--- src/ead_pkg.sv ---
// shared constants, bus carrier and state records for the e1 receive alarm block
// assumes one 10 MHz system clock and an 8-bit register port with one-cycle read data
package ead_pkg;

  // register offsets
  localparam logic [7:0] EAD_OFF_BLOCK_IRQ_ENABLE     = 8'h01;
  localparam logic [7:0] EAD_OFF_ALARM_ERROR_STATUS   = 8'h02;
  localparam logic [7:0] EAD_OFF_ALARM_ERROR_IRQ_EN   = 8'h03;
  localparam logic [7:0] EAD_OFF_IRQ_CONTROL          = 8'h04;
  localparam logic [7:0] EAD_OFF_LINE_STATE           = 8'h05;

  // field positions
  localparam int unsigned EAD_BIT_ALARM_MASTER  = 1;
  localparam int unsigned EAD_BIT_MFRA_CHANGE   = 5;
  localparam int unsigned EAD_BIT_LOS_CHANGE    = 4;
  localparam int unsigned EAD_BIT_BPV           = 3;
  localparam int unsigned EAD_BIT_CLEAR_ON_READ = 0;
  localparam int unsigned EAD_BIT_B8ZS_SELECT   = 1;
  localparam int unsigned EAD_BIT_LIVE_LOS      = 0;
  localparam int unsigned EAD_BIT_LIVE_MFRA     = 1;

  // values after reset
  localparam logic [7:0] EAD_RST_BLOCK_IRQ_ENABLE   = 8'h00;
  localparam logic [7:0] EAD_RST_ALARM_ERROR_STATUS = 8'h00;
  localparam logic [7:0] EAD_RST_ALARM_ERROR_IRQ_EN = 8'h00;
  localparam logic [7:0] EAD_RST_IRQ_CONTROL        = 8'h00;

  // implemented bits of the status register; also masks the enables for the request
  localparam logic [7:0] EAD_SRC_MASK = 8'h38;

  // counts in received bit times
  localparam logic [5:0] EAD_LOS_ZERO_BITS    = 6'h20;
  localparam logic [5:0] EAD_CLEAR_WINDOW     = 6'h20;
  localparam logic [5:0] EAD_CLEAR_ZERO_RUN   = 6'h04;

  typedef struct packed {
    logic       rd;
    logic       wr;
    logic [7:0] addr;
    logic [7:0] wdata;
  } ead_reg_req_s;

  typedef struct packed {
    logic       seen_pulse;
    logic       last_pos;
    logic [5:0] zero_run;
    logic [5:0] good_bits;
    logic       los;
    logic       bpv;
  } ead_mon_state_s;

  typedef struct packed {
    logic [2:0] sync_clk;
    logic [2:0] sync_pos;
    logic [2:0] sync_neg;
    logic [2:0] sync_ext;
    logic       filt_clk;
    logic       filt_pos;
    logic       filt_neg;
    logic       filt_ext;
    logic       mfra_prev;
    logic       los_prev;
    logic [7:0] block_irq_enable;
    logic [7:0] alarm_error_status;
    logic [7:0] alarm_error_irq_enable;
    logic [7:0] irq_control;
    logic [7:0] rdata;
    logic       irq;
  } ead_top_state_s;

endpackage

--- src/ead_rail_monitor.sv ---
// rail monitor: bipolar violation and rail-based loss of signal per received bit
// assumes bit_stb_in is a one-cycle strobe with rails already synchronised
`timescale 1ns/100ps
module ead_rail_monitor #(
  parameter logic [5:0] LOS_BITS   = ead_pkg::EAD_LOS_ZERO_BITS,
  parameter logic [5:0] CLEAR_BITS = ead_pkg::EAD_CLEAR_WINDOW,
  parameter logic [5:0] ZERO_RUN   = ead_pkg::EAD_CLEAR_ZERO_RUN
) (
  input  wire logic clk_in,
  input  wire logic rst_n_in,
  input  wire logic bit_stb_in,
  input  wire logic pos_in,
  input  wire logic neg_in,
  input  wire logic b8zs_in,
  output logic      bpv_out,
  output logic      los_out
);

  ead_pkg::ead_mon_state_s state_reg;
  ead_pkg::ead_mon_state_s state_next;

  always_comb begin
    logic       pulse;
    logic [5:0] run;
    pulse = pos_in | neg_in;
    run   = 6'h00;
    state_next = state_reg;
    state_next.bpv = 1'b0;
    if (bit_stb_in) begin
      if (pulse) begin
        // both rails high counts as a positive pulse
        state_next.bpv        = state_reg.seen_pulse && (pos_in == state_reg.last_pos);
        state_next.last_pos   = pos_in;
        state_next.seen_pulse = 1'b1;
      end
      if (!pulse && (state_reg.zero_run < LOS_BITS)) begin
        run = state_reg.zero_run + 6'h01;
      end else if (!pulse) begin
        run = state_reg.zero_run;
      end
      state_next.zero_run = run;
    end
    if (!b8zs_in) begin
      // criteria only hold for b8zs coded rails
      state_next.los       = 1'b0;
      state_next.good_bits = 6'h00;
      state_next.zero_run  = 6'h00;
    end else if (bit_stb_in) begin
      if (!state_reg.los) begin
        if (run >= LOS_BITS) begin
          state_next.los       = 1'b1;
          state_next.good_bits = 6'h00;
        end
      end else if (run >= ZERO_RUN) begin
        state_next.good_bits = 6'h00;
      end else if (state_reg.good_bits + 6'h01 >= CLEAR_BITS) begin
        state_next.los       = 1'b0;
        state_next.good_bits = 6'h00;
      end else begin
        state_next.good_bits = state_reg.good_bits + 6'h01;
      end
    end
  end

  always_ff @(posedge clk_in or negedge rst_n_in) begin
    if (!rst_n_in) begin
      state_reg <= '0;
    end else begin
      state_reg <= state_next;
    end
  end

  assign bpv_out = state_reg.bpv;
  assign los_out = state_reg.los;

endmodule // ead_rail_monitor

--- src/ead_rx_alarm.sv ---
// e1 receive alarm detect: rail sampling, alarm status latching, interrupt request
// assumes rails and line clock arrive from pins; remote alarm level on clk_in
//
// Local design decision: the plain strobed port.
`timescale 1ns/100ps
module ead_rx_alarm (
  input  wire logic                  clk_in,
  input  wire logic                  rst_n_in,
  input  wire ead_pkg::ead_reg_req_s reg_req_in,
  output logic [7:0]                 reg_rdata_out,
  input  wire logic                  rx_line_clk_in,
  input  wire logic                  rx_positive_rail_in,
  input  wire logic                  rx_negative_rail_in,
  input  wire logic                  ext_signal_loss_in,
  input  wire logic                  multiframe_remote_alarm_in,
  output logic                       los_out,
  output logic                       bpv_out,
  output logic                       irq_out
);

  ead_pkg::ead_top_state_s state_reg;
  ead_pkg::ead_top_state_s state_next;

  logic bit_stb;
  logic mon_bpv;
  logic mon_los;
  logic los_now;
  logic b8zs_sel;

  // rail strobe from the filtered line clock rising edge
  assign bit_stb  = state_next.filt_clk && !state_reg.filt_clk;
  assign b8zs_sel = state_reg.irq_control[ead_pkg::EAD_BIT_B8ZS_SELECT];

  ead_rail_monitor #(
    .LOS_BITS   (ead_pkg::EAD_LOS_ZERO_BITS),
    .CLEAR_BITS (ead_pkg::EAD_CLEAR_WINDOW),
    .ZERO_RUN   (ead_pkg::EAD_CLEAR_ZERO_RUN)
  ) u_rail_monitor (
    .clk_in     (clk_in),
    .rst_n_in   (rst_n_in),
    .bit_stb_in (bit_stb),
    .pos_in     (state_next.filt_pos),
    .neg_in     (state_next.filt_neg),
    .b8zs_in    (b8zs_sel),
    .bpv_out    (mon_bpv),
    .los_out    (mon_los)
  );

  // combined loss: rail criteria or external pin
  assign los_now = mon_los || state_reg.filt_ext;

  always_comb begin
    logic [7:0] events;
    logic [7:0] clr;
    logic [7:0] read_val;
    logic       rd_status;
    logic       wr_status;
    logic       clear_on_read;

    state_next = state_reg;
    events     = 8'h00;
    clr        = 8'h00;
    read_val   = 8'h00;
    rd_status  = 1'b0;
    wr_status  = 1'b0;
    clear_on_read = state_reg.irq_control[ead_pkg::EAD_BIT_CLEAR_ON_READ];

    // three-stage pin synchronisers; stage 0 feeds stage 1 only
    state_next.sync_clk = {state_reg.sync_clk[1:0], rx_line_clk_in};
    state_next.sync_pos = {state_reg.sync_pos[1:0], rx_positive_rail_in};
    state_next.sync_neg = {state_reg.sync_neg[1:0], rx_negative_rail_in};
    state_next.sync_ext = {state_reg.sync_ext[1:0], ext_signal_loss_in};

    // a level counts only once the last two stages agree
    if (state_reg.sync_clk[1] == state_reg.sync_clk[2]) begin
      state_next.filt_clk = state_reg.sync_clk[2];
    end
    if (state_reg.sync_pos[1] == state_reg.sync_pos[2]) begin
      state_next.filt_pos = state_reg.sync_pos[2];
    end
    if (state_reg.sync_neg[1] == state_reg.sync_neg[2]) begin
      state_next.filt_neg = state_reg.sync_neg[2];
    end
    if (state_reg.sync_ext[1] == state_reg.sync_ext[2]) begin
      state_next.filt_ext = state_reg.sync_ext[2];
    end

    // event detection
    state_next.mfra_prev = multiframe_remote_alarm_in;
    if (multiframe_remote_alarm_in != state_reg.mfra_prev) begin
      events[ead_pkg::EAD_BIT_MFRA_CHANGE] = 1'b1;
    end
    state_next.los_prev = los_now;
    if (los_now != state_reg.los_prev) begin
      events[ead_pkg::EAD_BIT_LOS_CHANGE] = 1'b1;
    end
    if (mon_bpv) begin
      events[ead_pkg::EAD_BIT_BPV] = 1'b1;
    end

    // register reads
    case (reg_req_in.addr)
      ead_pkg::EAD_OFF_BLOCK_IRQ_ENABLE: begin
        read_val = state_reg.block_irq_enable;
      end
      ead_pkg::EAD_OFF_ALARM_ERROR_STATUS: begin
        read_val  = state_reg.alarm_error_status;
        rd_status = reg_req_in.rd;
      end
      ead_pkg::EAD_OFF_ALARM_ERROR_IRQ_EN: begin
        read_val = state_reg.alarm_error_irq_enable;
      end
      ead_pkg::EAD_OFF_IRQ_CONTROL: begin
        read_val = state_reg.irq_control;
      end
      ead_pkg::EAD_OFF_LINE_STATE: begin
        read_val[ead_pkg::EAD_BIT_LIVE_LOS]  = state_reg.los_prev;
        read_val[ead_pkg::EAD_BIT_LIVE_MFRA] = state_reg.mfra_prev;
      end
      default: begin
        // unmapped addresses read as zero
        read_val = 8'h00;
      end
    endcase

    // read data stands in the cycle after the strobe only
    state_next.rdata = reg_req_in.rd ? read_val : 8'h00;

    // register writes
    if (reg_req_in.wr) begin
      case (reg_req_in.addr)
        ead_pkg::EAD_OFF_BLOCK_IRQ_ENABLE: begin
          state_next.block_irq_enable = reg_req_in.wdata;
        end
        ead_pkg::EAD_OFF_ALARM_ERROR_STATUS: begin
          wr_status = 1'b1;
        end
        ead_pkg::EAD_OFF_ALARM_ERROR_IRQ_EN: begin
          state_next.alarm_error_irq_enable = reg_req_in.wdata;
        end
        ead_pkg::EAD_OFF_IRQ_CONTROL: begin
          state_next.irq_control = reg_req_in.wdata;
        end
        default: begin
          // writes elsewhere are ignored
          state_next.irq_control = state_reg.irq_control;
        end
      endcase
    end

    // clearing: a read in clear-on-read mode, else write ones to clear
    if (clear_on_read && rd_status) begin
      clr = ead_pkg::EAD_SRC_MASK;
    end else if (!clear_on_read && wr_status) begin
      clr = reg_req_in.wdata & ead_pkg::EAD_SRC_MASK;
    end

    // bits hold until cleared; a new event beats a clear in the same cycle
    state_next.alarm_error_status =
      ((state_reg.alarm_error_status & ~clr) | events) & ead_pkg::EAD_SRC_MASK;

    // per-source gating, then the block master enable
    state_next.irq =
      (|(state_next.alarm_error_status & state_next.alarm_error_irq_enable
         & ead_pkg::EAD_SRC_MASK))
      && state_next.block_irq_enable[ead_pkg::EAD_BIT_ALARM_MASTER];
  end

  always_ff @(posedge clk_in or negedge rst_n_in) begin
    if (!rst_n_in) begin
      state_reg                        <= '0;
      state_reg.block_irq_enable       <= ead_pkg::EAD_RST_BLOCK_IRQ_ENABLE;
      state_reg.alarm_error_status     <= ead_pkg::EAD_RST_ALARM_ERROR_STATUS;
      state_reg.alarm_error_irq_enable <= ead_pkg::EAD_RST_ALARM_ERROR_IRQ_EN;
      state_reg.irq_control            <= ead_pkg::EAD_RST_IRQ_CONTROL;
    end else begin
      state_reg <= state_next;
    end
  end

  assign reg_rdata_out = state_reg.rdata;
  assign los_out       = state_reg.los_prev;
  assign bpv_out       = mon_bpv;
  assign irq_out       = state_reg.irq;

endmodule // ead_rx_alarm

--- config.mk ---
export PLATFORM = sky130hd
export DESIGN_NAME = ead_rx_alarm
export DESIGN_NICKNAME = d
export VERILOG_FILES = /design/src/ead_pkg.sv /design/src/ead_rail_monitor.sv /design/src/ead_rx_alarm.sv
export SDC_FILE = /design/constraint.sdc
export NUM_CORES = 1
export LEC_CHECK = 0
export BUFFER_PORTS_ARGS = -buffer_cell sky130_fd_sc_hd__buf_2
export CAP_MARGIN = 5
export CORE_MARGIN = 2
export CORE_UTILIZATION = 54
export CTS_BUF_LIST = sky130_fd_sc_hd__clkbuf_8
export DETAILED_ROUTE_END_ITERATION = 16
export PLACE_DENSITY = 0.73
export SLEW_MARGIN = 15
export SYNTH_ARGS = -nofsm -noshare
export SYNTH_HDL_FRONTEND = slang
export SYNTH_SLANG_ARGS = --single-unit
--- constraint.sdc ---
create_clock -name clk_in -period 4.3 [get_ports clk_in]
set_input_delay 0 -clock clk_in [delete_from_list [all_inputs] [get_ports clk_in]]
set_output_delay 0 -clock clk_in [all_outputs]
set_load 0.01 [all_outputs]
== After elaboration in Yosys (flattened, before gate mapping) ==
Index checks and enable logic that the tools add are counted.
Word-level totals
  input port bits: 25
  output and inout port bits: 11
  flip-flop bits (word level): 70
Cells by class
  $lt $le $gt $ge: 4
  bitwise gates (word level): 5
  reduce and logical (&&, ||, !) cells: 15
  eq/ne operators: 14
  multiplexer cells: 34
  add/sub/neg operators: 2
Operator list (count)
  $mux 6: 9
  $mux 7: 4
  $mux 8: 3
  $pmux 6 s4: 1
  $eq 8x2->1 const B: 2
  $eq 8x3->1 const B: 2
  $mux 16: 1
  $mux 1: 13
  $add 6x1->6 const B: 2
  $and 6x6->6: 2
  $ge 6x6->1 const B: 2
  $eq 8x1->1 const B: 1
  $pmux 2 s4: 1
  $reduce_and 2->1: 4
  $ge 6x3->1 const B: 1
  $logic_and 1x1->1: 6
  $lt 6x6->1 const B: 1
  $not 6->6: 1
  $or 6x6->6: 1
  $eq 1x1->1: 5
  $mux 2: 2
  $logic_not 1->1: 3
  $ne 3x1->1 const B: 1
  $reduce_or 3->1: 1
  other kinds (4): 5

== Depth between registers and ports, before layout ==
  depth in word-level cells: 12
  depth in mapped cells: 6

== Cells and area by module ==
Synthesis repeated with hierarchy kept, for this count alone.
Unflattened totals
  cells, all modules: 266
  area total of the unflattened synthesis: 3176.8 um^2
By module, submodules not included
  ead_rx_alarm: area an instance 2222.1 um^2, seq. area each 1351.3 um^2, instances 1, cells an instance 160
  ead_rail_monitor: area an instance 954.7 um^2, seq. area each 400.4 um^2, instances 1, cells an instance 106

== Worst setup path after synthesis ==
No wires, ideal clock.
  path kind: input-to-reg
  start point: input port reg_req_in[13] in the netlist's numbering
  end point: register state_reg (netlist bit irq_out)
  buffers on the path: 1
  data arrival time: 1.853 ns
  stages on the path: 6
  data required time: 4.176 ns
  setup time: 0.124 ns
  path slack: 2.323 ns
  path through: or4_4 -> or4b_1 -> buf_2 -> o31a_1 -> o21a_1 -> o31a_1
RTL lines
  start, declared: line ead_rx_alarm.sv:9  | input wire ead_pkg::ead_reg_req_s reg_req_in,
  end signal, assigned: line ead_rx_alarm.sv:177  | state_reg <= state_next;
  end, declared: line ead_rx_alarm.sv:21  | ead_pkg::ead_top_state_s state_reg;

==> results.sh <==
export IMPL_outcome="finished, final reports clean"
export IMPL_switching_share_pct=23.23
export IMPL_synth_area_um2=3191
export IMPL_avgSynthCellArea_um2=11.91
export IMPL_dr_wl_met2_um=2937
export IMPL_routedWlPerCell_um=15.60
export IMPL_cp_slowest_cell="maj3_1"
export IMPL_gp_congestion=0.8223
export IMPL_nNetsFinal=342
export IMPL_worst_slack_ps=2016
export IMPL_synth_edff_count=0
export IMPL_crit_start="state_reg[45]$_DFF_PN0_"
export IMPL_post_cts_buffers=0
export IMPL_r2r_start="state_reg[45]$_DFF_PN0_"
export IMPL_cts_tree="done"
export IMPL_cts_root_buffer="clkbuf_8"
export IMPL_rows=27
export IMPL_cp_max_fo=8
export IMPL_ir_drop_mv=0.2922
export IMPL_synthTopCellsByCount="dfrtp_1, mux2_2, nor2_1"
export IMPL_dieArea_um2=6539
export IMPL_numClockSinks=70
export IMPL_synth_area_leaders="dfrtp_1, mux2_2, nor2_1"
export IMPL_ys_ff_latch=70
export IMPL_p_sw_uw=315.2
export IMPL_diodes=0
export IMPL_start_util_pct=56.89
export IMPL_drc=0
export IMPL_yosysMostFrequentCell="dfrtp_1"
export IMPL_die_h_um=80.87
export IMPL_crit_required_ps=4530
export IMPL_wirelength_um=6114
export IMPL_synthArstFlopShare_pct=100.0
export IMPL_slew_headroom_pct=52.38
export IMPL_synth_compound_area_share_pct=11.76
export IMPL_die_w_um=80.87
export IMPL_hold_start="reg_req_in[11]"
export IMPL_holdWs_ps=49.10
export IMPL_htree_levels=3
export IMPL_setup_viol=0
export IMPL_syn_to_final_growth_pct=17.02
export IMPL_synth_area_leader_cell="dfrtp_1"
export IMPL_ys_types=53
export IMPL_nFillCells=456
export IMPL_worstPathArrival_ps=2510
export IMPL_r2r_slack_ps=2020
export IMPL_dr_pass1_iters=4
export IMPL_rsz0062_at_grt="false"
export IMPL_wl_met1_um=2917
export IMPL_io_pin_count=36
export IMPL_final_area_um2=3734
export IMPL_p_leak_uw=0.001714
export IMPL_critPathKind="flop to flop"
export IMPL_tightest_slew_ps=710.5
export IMPL_antenna_found_initial=0
export IMPL_vias=2204
export IMPL_hold_viol=0
export IMPL_io_buffer_count=35
export IMPL_power_frac_seq_pct=52.1
export IMPL_power_frac_comb_pct=8.0
export IMPL_grt_usage_pct=21.51
export IMPL_ys_warn_count=0
export IMPL_endpoint_kind="flop"
export IMPL_pre_cts_ws_ps=2032
export IMPL_syn_nets=295
export IMPL_clock_power_share_pct=39.9
export IMPL_first_global_vias=2251
export IMPL_core_um2=5608
export IMPL_hold_class="input port to flop"
export IMPL_overflow=0
export IMPL_synth_top_family_by_area="simple AND/OR/NAND/NOR gates"
export IMPL_synthFlopType="dfrtp_1"
export IMPL_synthSimpleGateAreaFrac_pct=14.75
export IMPL_drtIter0Drc=118
export IMPL_path_clk_slew_ps=80
export IMPL_postRouteAntennaNets=0
export IMPL_min_period_ps=2284
export IMPL_synth_top_area_share_pct=54.90
export IMPL_cts_buffers_inserted=9
export IMPL_finalSetupTns_ps=0
export IMPL_synth_mux_area_share_pct=12.24
export IMPL_worstPathCellList="maj3_1, nor2_1, o211ai_1, and2_1, a221o_1"
export IMPL_fin_skew_ps=10.54
export IMPL_drv_cap=0
export IMPL_grt_pass1_wl_um=10610
export IMPL_largest_register_ffs=35
export IMPL_slew_violations=0
export IMPL_dpl_hpwl_um=4196
export IMPL_layout_drive_gt1_share_pct=28.44
export IMPL_drt_vias_per_instance=5.622
export IMPL_intPower_uw=1042
export IMPL_syn_inst=268
export IMPL_post_route_period_util_pct=53.11
export IMPL_insertion_delay_ps=340
export IMPL_highest_layer="met4"
export IMPL_wl_met3_um=195
export IMPL_start_kind="flop"
export IMPL_placed_cell_area_um2=3372
export IMPL_p_per_area_nw_per_um2=363.4
export IMPL_yosys_area_share_adder_pct=2.039
export IMPL_max_freq_mhz=437.9
export IMPL_clockBufferDepth=2
export IMPL_crit_path_max_incr_delay_ps=450
export IMPL_grt_max_degree=48
export IMPL_synth_xor_area_share_pct=1.098
export IMPL_seq_area_frac_synth_pct=54.90
-- layer usage --
layer / vias up / global-route usage (%)
met3: 8 / 4.444
li1: 1064 / -
met5: - / 0
met2: 44 / 33.55
met1: 1088 / 29.42
met4: 0 / 9.153
-- power groups by stage --
stage	clock, uW	combinational, uW	sequential (uW)
floorplan	0	59.7	713
global placement	0	97.3	718
detailed placement	0	99.9	718
CTS	553	110	706
global route	581	122	711
finish	542	109	706
-- kinds of logic after synthesis --
kind of cell               count (synthesis)
and+or+nand+nor                           84
AOI/OAI and AO/OA                         51
buffers and inverters                     18
DFF                                       70
xor gates and xnor gates                   4
muxes                                     35
adders and majority gates                  6
-- stage by stage --
step	utilization, %	cells	total power [uW]
after global placement	60.13	361	815.3
after global routing	66.58	392	1413
after floorplan	-	268	772.9
after detailed placement	60.13	361	818.4
after CTS	66.53	392	1370
final	66.58	392	1357
-- worst max-delay path: cells and delay by family (launching register included) --
family | cells | cell delay, ps
DFF | 1 | 370
adders and majority gates | 1 | 450
and+or+nand+nor | 2 | 700
AOI/OAI and AO/OA | 2 | 660
-- final cells by class --
class	instances	area [um^2]	share of cell area (%)
tap	72	90.09	2.413
clock buffer	11	151.4	4.055
timing repair buffer	51	335.3	8.981
inverter	3	11.26	0.3016
sequential	70	1752	46.92
clock inverter	5	57.56	1.542
multi-input combinational	180	1336	35.79
-- what timing repair did --
item	4_1_cts	5_1_grt
hold buffers	15	0
endpoints found under the hold margin	78	0
resized for setup	0	0
-- final timing paths --
kind	end	cells after the start
max	u_rail_monitor.state_reg[4]$_DFFE_PN0P_	5
min	reg_rdata_out[0]$_DFF_PN0_	4
max reg2reg	u_rail_monitor.state_reg[4]$_DFFE_PN0P_	5
min reg2reg	state_next[55]$_DFF_PN0_	0
max in group asynchronous	u_rail_monitor.state_reg[5]$_DFFE_PN0P_	3
min in group asynchronous	u_rail_monitor.state_reg[3]$_DFFE_PN0P_	2
-- cells in the final DEF, fill, tap and decap left out, types with 3 or more instances in the layout --
cell type	Yosys	layout
a21boi_0	7	7
a21oi_1	8	8
a221oi_1	3	3
a22oi_1	4	4
a32oi_1	4	4
and3_1	3	3
buf_2	1	34
clkbuf_8	0	11
dfrtp_1	70	70
dlygate4sd3_1	0	15
inv_1	3	3
maj3_1	4	4
mux2_2	32	32
mux2i_1	3	3
nand2_1	13	13
nand2b_1	4	4
nand3_1	5	5
nor2_1	22	22
nor2b_1	8	8
nor3_1	6	6
o211ai_1	3	3
o21ai_0	4	4
o31ai_1	3	3
xnor2_1	3	3
(Power assumes the default switching activity.)
